`src/gpmd_pkg.sv`:
```
package gpmd_pkg;

  // bus geometry
  localparam int GPMD_ADDR_W = 8;
  localparam int GPMD_DATA_W = 32;

  // register byte offsets
  localparam logic [7:0] GPMD_CTRL_OFS = 8'h00;
  localparam logic [7:0] GPMD_STATUS_OFS = 8'h04;

  // control register layout and reset value
  localparam int GPMD_CTRL_W = 12;
  localparam int GPMD_GAIN_LSB = 0;
  localparam int GPMD_PD_LSB = 4;
  localparam int GPMD_CAL_BIT = 7;
  localparam logic [11:0] GPMD_CTRL_RST = 12'h000;

  // status register layout
  localparam int GPMD_ST_PIN_MODE = 0;
  localparam int GPMD_ST_RESET = 1;
  localparam int GPMD_ST_ADC = 2;
  localparam int GPMD_ST_FAST = 3;
  localparam int GPMD_ST_LOWP = 4;
  localparam int GPMD_ST_REF = 5;
  localparam int GPMD_ST_CAL = 6;
  localparam int GPMD_ST_GAIN_CODE_LSB = 8;
  localparam int GPMD_ST_GAIN_VAL_LSB = 16;

  // power state codes
  localparam logic [2:0] GPMD_PD_ALL_OFF = 3'h0;
  localparam logic [2:0] GPMD_PD_ADC = 3'h1;
  localparam logic [2:0] GPMD_PD_FAST = 3'h2;
  localparam logic [2:0] GPMD_PD_LOWP = 3'h3;
  localparam logic [2:0] GPMD_PD_COMPS = 3'h4;
  localparam logic [2:0] GPMD_PD_ALL_ON = 3'h5;
  localparam logic [2:0] GPMD_PD_RESET = 3'h7;

  // gain codes
  localparam logic [3:0] GPMD_GAIN_REG_MODE = 4'h0;
  localparam logic [3:0] GPMD_GAIN_DEFAULT = 4'h1;
  localparam logic [3:0] GPMD_GAIN_RESERVED = 4'hf;

  // bus responses
  localparam logic [1:0] GPMD_RESP_OKAY = 2'h0;
  localparam logic [1:0] GPMD_RESP_SLVERR = 2'h2;

  typedef enum logic [2:0] {
    GPMD_MODE_REG = 3'h1,
    GPMD_MODE_PIN = 3'h2,
    GPMD_MODE_RST = 3'h4
  } gpmd_mode_t;

endpackage : gpmd_pkg

```
`src/gpmd_sync.sv`:
```
`timescale 1ns/100ps
module gpmd_sync #(
  parameter int W = 1
) (
  input wire logic aclk,
  input wire logic aresetn,
  input wire logic [W-1:0] din,
  output logic [W-1:0] dout
);
  logic [W-1:0] meta_q;
  logic [W-1:0] sync_q;

  // first stage feeds only the second stage
  always_ff @(posedge aclk) begin
    if (!aresetn) begin
      meta_q <= '0;
      sync_q <= '0;
    end else begin
      meta_q <= din;
      sync_q <= meta_q;
    end
  end

  assign dout = sync_q;
endmodule : gpmd_sync

```
`src/gpmd_top.sv`:
```
// Overview of operation
// any gain-select pin high selects pin-driven mode
// all gain-select pins low selects register mode, gain from control register
// gain codes 0001..0111 give gains 1,2,3,4,6,8,12
// gain codes 1000..1110 give gains 16 up to 128, both amplifiers
// pin mode takes gain, power state, reference and calibration from pins
// power state comes from register or pins depending on mode
// power code 000 turns off all comparators and converters
// power code 101 turns on converters and all comparators
// codes 001,010,011,100 enable converters, fast pair, low-power pair, both pairs
// power code 111 resets only in pin-driven mode
// that reset clears registers and leaves everything powered down
// register mode after power-up: all off, gain 1 until written
// control bits 6..4 power code, bits 3..0 gain code
// gain code 1111 is reserved and keeps the applied gain
//
// The address map and the AXI4-Lite slave port are this design's own decisions.
`timescale 1ns/100ps
module gpmd_top (
  input wire logic aclk,
  input wire logic aresetn,
  input wire logic [gpmd_pkg::GPMD_ADDR_W-1:0] s_axi_awaddr,
  input wire logic s_axi_awvalid,
  output logic s_axi_awready,
  input wire logic [gpmd_pkg::GPMD_DATA_W-1:0] s_axi_wdata,
  input wire logic [3:0] s_axi_wstrb,
  input wire logic s_axi_wvalid,
  output logic s_axi_wready,
  output logic [1:0] s_axi_bresp,
  output logic s_axi_bvalid,
  input wire logic s_axi_bready,
  input wire logic [gpmd_pkg::GPMD_ADDR_W-1:0] s_axi_araddr,
  input wire logic s_axi_arvalid,
  output logic s_axi_arready,
  output logic [gpmd_pkg::GPMD_DATA_W-1:0] s_axi_rdata,
  output logic [1:0] s_axi_rresp,
  output logic s_axi_rvalid,
  input wire logic s_axi_rready,
  input wire logic [3:0] gain_select_pins,
  input wire logic [2:0] power_state_pins,
  input wire logic reference_source_select,
  input wire logic offset_cal_pin,
  output logic pin_mode,
  output logic [3:0] gain_code,
  output logic [7:0] gain_value,
  output logic adc_enable,
  output logic fast_comp_enable,
  output logic lowpower_comp_enable,
  output logic internal_ref_enable,
  output logic offset_cal_start,
  output logic device_reset
);
  import gpmd_pkg::*;

  typedef struct packed {
    logic awready;
    logic wready;
    logic aw_got;
    logic w_got;
    logic [GPMD_ADDR_W-1:0] waddr;
    logic [GPMD_DATA_W-1:0] wdata;
    logic [3:0] wstrb;
    logic bvalid;
    logic [1:0] bresp;
    logic arready;
    logic rvalid;
    logic [GPMD_DATA_W-1:0] rdata;
    logic [1:0] rresp;
    logic [GPMD_CTRL_W-1:0] ctrl;
    gpmd_mode_t mode;
    logic [3:0] gain;
    logic [7:0] gain_val;
    logic adc_en;
    logic fast_en;
    logic lowp_en;
    logic ref_int;
    logic cal;
    logic pin_md;
    logic rst_md;
  } gpmd_state_t;

  localparam gpmd_state_t GPMD_STATE_RST = '{
    awready: 1'b0, wready: 1'b0, aw_got: 1'b0, w_got: 1'b0,
    waddr: '0, wdata: '0, wstrb: 4'h0, bvalid: 1'b0, bresp: GPMD_RESP_OKAY,
    arready: 1'b0, rvalid: 1'b0, rdata: '0, rresp: GPMD_RESP_OKAY,
    ctrl: GPMD_CTRL_RST, mode: GPMD_MODE_REG, gain: GPMD_GAIN_DEFAULT,
    gain_val: 8'h01, adc_en: 1'b0, fast_en: 1'b0, lowp_en: 1'b0,
    ref_int: 1'b0, cal: 1'b0, pin_md: 1'b0, rst_md: 1'b0
  };

  gpmd_state_t q;
  gpmd_state_t d;

  logic [3:0] gsel_s;
  logic [2:0] pd_s;
  logic ref_s;
  logic cal_s;

  // pins are asynchronous to aclk, so all pass the two-stage synchroniser
  gpmd_sync #(.W(9)) u_pin_sync (
    .aclk(aclk),
    .aresetn(aresetn),
    .din({gain_select_pins, power_state_pins, reference_source_select, offset_cal_pin}),
    .dout({gsel_s, pd_s, ref_s, cal_s})
  );

  function automatic logic [7:0] gpmd_gain_lut(input logic [3:0] code);
    logic [7:0] v;
    v = 8'h01;
    unique case (code)
      4'h1: v = 8'h01;
      4'h2: v = 8'h02;
      4'h3: v = 8'h03;
      4'h4: v = 8'h04;
      4'h5: v = 8'h06;
      4'h6: v = 8'h08;
      4'h7: v = 8'h0c;
      4'h8: v = 8'h10;
      4'h9: v = 8'h18;
      4'ha: v = 8'h20;
      4'hb: v = 8'h30;
      4'hc: v = 8'h40;
      4'hd: v = 8'h60;
      4'he: v = 8'h80;
      default: v = 8'h01;
    endcase
    return v;
  endfunction : gpmd_gain_lut

  // returns {adc, fast pair, low-power pair}
  function automatic logic [2:0] gpmd_pd_decode(input logic [2:0] code);
    logic [2:0] e;
    e = 3'h0;
    unique case (code)
      GPMD_PD_ADC: e = 3'h4;
      GPMD_PD_FAST: e = 3'h2;
      GPMD_PD_LOWP: e = 3'h1;
      GPMD_PD_COMPS: e = 3'h3;
      GPMD_PD_ALL_ON: e = 3'h7;
      // 000, 111 and the unlisted 110 keep everything off
      default: e = 3'h0;
    endcase
    return e;
  endfunction : gpmd_pd_decode

  logic pin_sel;
  logic [3:0] ctrl_gain;
  logic [2:0] ctrl_pd;
  assign pin_sel = |gsel_s;
  assign ctrl_gain = q.ctrl[GPMD_GAIN_LSB +: 4];
  assign ctrl_pd = q.ctrl[GPMD_PD_LSB +: 3];

  always_comb begin
    logic [2:0] en;
    logic [GPMD_DATA_W-1:0] status;
    en = 3'h0;
    status = '0;
    d = q;

    // write channel: address and data accepted in either order
    if (s_axi_awvalid && q.awready) begin
      d.aw_got = 1'b1;
      d.waddr = s_axi_awaddr;
    end
    if (s_axi_wvalid && q.wready) begin
      d.w_got = 1'b1;
      d.wdata = s_axi_wdata;
      d.wstrb = s_axi_wstrb;
    end
    if (s_axi_bvalid && s_axi_bready) begin
      d.bvalid = 1'b0;
    end
    if (d.aw_got && d.w_got && !q.bvalid) begin
      d.aw_got = 1'b0;
      d.w_got = 1'b0;
      d.bvalid = 1'b1;
      if (d.waddr == GPMD_CTRL_OFS) begin
        d.bresp = GPMD_RESP_OKAY;
        if (d.wstrb[0]) begin
          d.ctrl[7:0] = d.wdata[7:0];
        end
        if (d.wstrb[1]) begin
          d.ctrl[11:8] = d.wdata[11:8];
        end
      end else if (d.waddr == GPMD_STATUS_OFS) begin
        // status is read-only; writes are dropped without error
        d.bresp = GPMD_RESP_OKAY;
      end else begin
        d.bresp = GPMD_RESP_SLVERR;
      end
    end
    d.awready = !d.aw_got && !d.bvalid;
    d.wready = !d.w_got && !d.bvalid;

    // read channel
    status[GPMD_ST_PIN_MODE] = (q.mode != GPMD_MODE_REG);
    status[GPMD_ST_RESET] = (q.mode == GPMD_MODE_RST);
    status[GPMD_ST_ADC] = q.adc_en;
    status[GPMD_ST_FAST] = q.fast_en;
    status[GPMD_ST_LOWP] = q.lowp_en;
    status[GPMD_ST_REF] = q.ref_int;
    status[GPMD_ST_CAL] = q.cal;
    status[GPMD_ST_GAIN_CODE_LSB +: 4] = q.gain;
    status[GPMD_ST_GAIN_VAL_LSB +: 8] = q.gain_val;
    if (s_axi_rvalid && s_axi_rready) begin
      d.rvalid = 1'b0;
    end
    if (s_axi_arvalid && q.arready) begin
      d.rvalid = 1'b1;
      d.rresp = GPMD_RESP_OKAY;
      if (s_axi_araddr == GPMD_CTRL_OFS) begin
        d.rdata = {{(GPMD_DATA_W-GPMD_CTRL_W){1'b0}}, q.ctrl};
      end else if (s_axi_araddr == GPMD_STATUS_OFS) begin
        d.rdata = status;
      end else begin
        d.rdata = '0;
        d.rresp = GPMD_RESP_SLVERR;
      end
    end
    d.arready = !d.rvalid;

    // configuration decode
    if (pin_sel && pd_s == GPMD_PD_RESET) begin
      // pin-mode reset
      d.mode = GPMD_MODE_RST;
      // clear and power down; overrides a write landing in the same cycle
      d.ctrl = GPMD_CTRL_RST;
      d.gain = GPMD_GAIN_DEFAULT;
      d.cal = 1'b0;
      en = 3'h0;
    end else if (pin_sel) begin
      // pin-driven mode
      d.mode = GPMD_MODE_PIN;
      // gain and calibration from pins
      if (gsel_s != GPMD_GAIN_RESERVED) begin
        d.gain = gsel_s;
      end
      d.cal = cal_s;
      // power state from pins
      en = gpmd_pd_decode(pd_s);
    end else begin
      // register mode
      d.mode = GPMD_MODE_REG;
      // cleared register means gain 1
      if (ctrl_gain == GPMD_GAIN_REG_MODE) begin
        d.gain = GPMD_GAIN_DEFAULT;
      // reserved code holds gain
      end else if (ctrl_gain != GPMD_GAIN_RESERVED) begin
        d.gain = ctrl_gain;
      end
      d.cal = q.ctrl[GPMD_CAL_BIT];
      // power code from bits 6..4, 111 just powers down here
      en = gpmd_pd_decode(ctrl_pd);
    end
    // gain lookup
    d.gain_val = gpmd_gain_lut(d.gain);
    // power decode
    d.adc_en = en[2];
    d.fast_en = en[1];
    d.lowp_en = en[0];
    // reference select is a pin in either mode
    d.ref_int = ref_s;
    // mode flags get their own flops so the pins see no decode logic
    d.pin_md = (d.mode != GPMD_MODE_REG);
    d.rst_md = (d.mode == GPMD_MODE_RST);
  end

  always_ff @(posedge aclk) begin
    if (!aresetn) begin
      q <= GPMD_STATE_RST;
    end else begin
      q <= d;
    end
  end

  assign s_axi_awready = q.awready;
  assign s_axi_wready = q.wready;
  assign s_axi_bresp = q.bresp;
  assign s_axi_bvalid = q.bvalid;
  assign s_axi_arready = q.arready;
  assign s_axi_rdata = q.rdata;
  assign s_axi_rresp = q.rresp;
  assign s_axi_rvalid = q.rvalid;
  assign pin_mode = q.pin_md;
  assign gain_code = q.gain;
  assign gain_value = q.gain_val;
  assign adc_enable = q.adc_en;
  assign fast_comp_enable = q.fast_en;
  assign lowpower_comp_enable = q.lowp_en;
  assign internal_ref_enable = q.ref_int;
  assign offset_cal_start = q.cal;
  assign device_reset = q.rst_md;
endmodule : gpmd_top

```
`config.mk`:
```
export PLATFORM = sky130hd
export DESIGN_NAME = gpmd_top
export DESIGN_NICKNAME = d
export VERILOG_FILES = /design/src/gpmd_pkg.sv /design/src/gpmd_sync.sv /design/src/gpmd_top.sv
export SDC_FILE = /design/constraint.sdc
export NUM_CORES = 1
export LEC_CHECK = 0
export ABC_AREA = 1
export BUFFER_PORTS_ARGS = -buffer_cell sky130_fd_sc_hd__buf_2
export CORE_UTILIZATION = 47
export CTS_CLUSTER_SIZE = 16
export DETAILED_ROUTE_END_ITERATION = 10
export HOLD_SLACK_MARGIN = 0.08
export PLACE_DENSITY = 0.76
export SETUP_SLACK_MARGIN = 0.4
export SLEW_MARGIN = 20
export SYNTH_ARGS = -nofsm -noshare
export SYNTH_HDL_FRONTEND = slang
export SYNTH_SLANG_ARGS = --single-unit
```
`constraint.sdc`:
```
create_clock -name aclk -period 1.68 [get_ports aclk]
set_clock_uncertainty 0.15 [all_clocks]
set_input_delay 0.168 -clock aclk [delete_from_list [all_inputs] [get_ports aclk]]
set_output_delay 0.168 -clock aclk [all_outputs]
set_load 0.05 [all_outputs]
```
==> out/summary.txt <==
reg2reg setup slack - 0.02 ns
final setup vio count - 0
Synth top area share - 45.4%
# IOs - 128
Final Cell Area - 6210 µm²
gr usage total - 22.5%
Max Root-Sink Buffers - 2
register area share after synthesis - 45.4%
crit path kind - reg -> reg
final std cells w/o fill - 849
Hold Path Class - in -> reg
chip height - 99.8 µm
wire per inst - 14.2 µm
Yosys warning count - 0
gpl congestion - 0.853
routed via count - 4,196
max_cap viols - 0
H-Tree Depth - 3
CTS buffer count - 9
CP max stage delay - 0.43 ns
outcome - finished, violations left
Avg Inst Size Synth - 7.36 µm²
dominant cell type by area after synthesis - dfxtp_1
Max Fclk - 602 MHz
CP required - 1.84 ns
Core Region - 9240 µm²
Layout fillers - 690
Finished Core Util - 67.2%
vias in the first global route - 3,915
Worst-Skew Late Latency - 0.36 ns
failing checks - hold timing
first-pass GRT wire length - 17,600 µm
synth-to-layout area growth - 37.9%
most frequent CP cell - nand3_2
antenna violations before repair - 0
hpwl dp - 6620 µm
share of layout cells above drive strength 1 - 35.7%
placed cells - 784
worst-path cell chain - nand3_2, nand2_1, inv_1, nand2_2, o21ai_4, buf_6, inv_4, nand3_2, a21oi_2
crit path max-delay cell type - dfxtp_2
Final Max Tran Viols - 0
Final Hold Viols - 6
Synth area leaders - dfxtp_1 45%, nand2_1 10%, inv_1 8.8%
DRC viols - 0
Crit. End Element - flop
RSZ-0062 raised after global routing - true
final antenna-violating net count - 0
Final nets - 784
crit path launch type - flop
GRT overflow - 0
critical path arrival - 1.82 ns
pwr/cell area - 894 nW/µm²
Synth cell types - 31
Post-Place Cell Area - 4890 µm²
final hold slack - -0.0794 ns
# diodes - 0
Worst-path clk slew - 0.10 ns
Leakage - 2.88 nW
cell row count - 35
initial DRC count - 238
period utilization - 98.9%
post-layout min period - 1.66 ns
TritonRoute pass-1 iters - 5
final wirelength - 12,000 µm
vias per cell - 4.94
CTS tree - done
largest net degree at the start of global routing - 51
critical-path maximum fanout - 7
worst vdd ir - 0.560 mV
Initial Util - 48.7%
number of I/O port buffers - 91
Netlist Area Pre-Place - 4500 µm²
overall die area - 9970 µm²
CTS Root Cell - clkbuf_8
Die W - 99.8 µm
Synth Register Bits - 102
Clock Sinks - 102
Synth Instances - 611
Post-CTS Hold Fix Bufs - 24
-- final timing paths --
path,to,cells past startpoint,start
setup / recovery,gain_value[1],9,u_pin_sync.dout[4]
setup reg to reg,gain_value[1],9,u_pin_sync.dout[4]
hold reg to reg,u_pin_sync.dout[8],2,u_pin_sync.meta_q[8]
hold / removal,q[114],3,s_axi_awaddr[5]
-- cell usage in the layout, fill, tap and decap left out, drive strengths merged, types with 14 or more instances in the layout --
cell	instances
inv	106
conb	14
nand3	42
a21oi	37
clkbuf	14
dlygate4sd3	24
nor2	62
nand2	131
o21ai	17
buf	120
dfxtp	102
nand4	16
-- area by class of cell --
| class | instances | area, µm² | area share [%] |
|---|---|---|---|
| multi-input combinational | 349 | 2110 | 34.0 |
| sequential | 102 | 2100 | 33.8 |
| timing repair buffer | 147 | 1220 | 19.7 |
| inverter | 106 | 418 | 6.73 |
| tap | 129 | 161 | 2.60 |
| clock buffer | 11 | 141 | 2.28 |
| clock inverter | 5 | 57.6 | 0.927 |
-- Yosys cell counts --
master,number
conb_1,1
o21ai_1,1
nand3_1,41
o21ai_2,3
buf_4,48
o211ai_1,7
nand3b_1,1
nand2_4,1
buf_6,1
nand4_1,16
nor2_8,1
inv_1,105
nand2_1,124
o21ai_0,13
nor2_1,57
nand2_2,6
ha_1,1
o21bai_1,1
buf_8,1
clkinv_1,1
buf_2,4
nand3_2,1
clkbuf_1,12
nor3_1,6
nor2_4,2
a21oi_1,37
o31ai_1,1
o21a_1,13
buf_1,2
dfxtp_1,102
clkbuf_8,1
-- repair_timing --
action,4_1_cts,5_1_grt
setup endpoints to repair,92,66
gates resized for setup,84,115
endpoints found under the hold margin,44,9
pin swaps,25,30
setup buffers,9,11
cloned,4,1
-- stage by stage --
| stage | setup slack, ns | TNS (ns) | power [mW] |
|---|---|---|---|
| 2_1_floorplan | 0.0843 | 0 | 3.51 |
| 3_3_place_gp | 0.0664 | 0 | 3.59 |
| 3_5_place_dp | -0.0707 | -0.282 | 3.63 |
| 4_1_cts | 0.117 | 0 | 5.42 |
| 5_1_grt | -0.00741 | -0.0206 | 5.78 |
| 6_report | 0.0183 | 0 | 5.55 |
-- per-layer routing --
layer  up-vias  wire [µm]  global-route usage [%]
li1       2044          -                       -
met1      1879       4570                    25.4
met2       214       6080                    39.8
met3        59        817                    4.25
met4         0        576                    12.3
met5         -          0                       0
-- cell families after synthesis --
family / synth area share [%]
AOI/OAI and AO/OA: 9.93
other: 0.0833
buffers and inverters: 19.4
and+or+nand+nor: 25.0
adders and majority gates: 0.278
DFF: 45.4
-- worst max-delay path: cells and delay by family, from the launching register on --
family	cells	cell delay (ns)
buffers and inverters	3	0.25
AO/OA/AOI/OAI	2	0.29
flip-flops	1	0.43
AND/OR/NAND/NOR	4	0.47
-- power by group --
group | total, mW | switching [mW] | internal [mW]
Sequential | 2.61 | 0.0711 | 2.54
Clock | 1.56 | 0.828 | 0.732
Combinational | 1.38 | 0.856 | 0.521
-- state kept, by name, summed over array words and instances, names as in the netlist, 3 cells and up --
register / flops
q: 32
s_axi_rdata: 20
u_pin_sync.dout: 9
u_pin_sync.meta_q: 9
gain_value: 8
ctrl_gain: 4
gain_code: 4
ctrl_pd: 3
(Power assumes the default switching activity.)
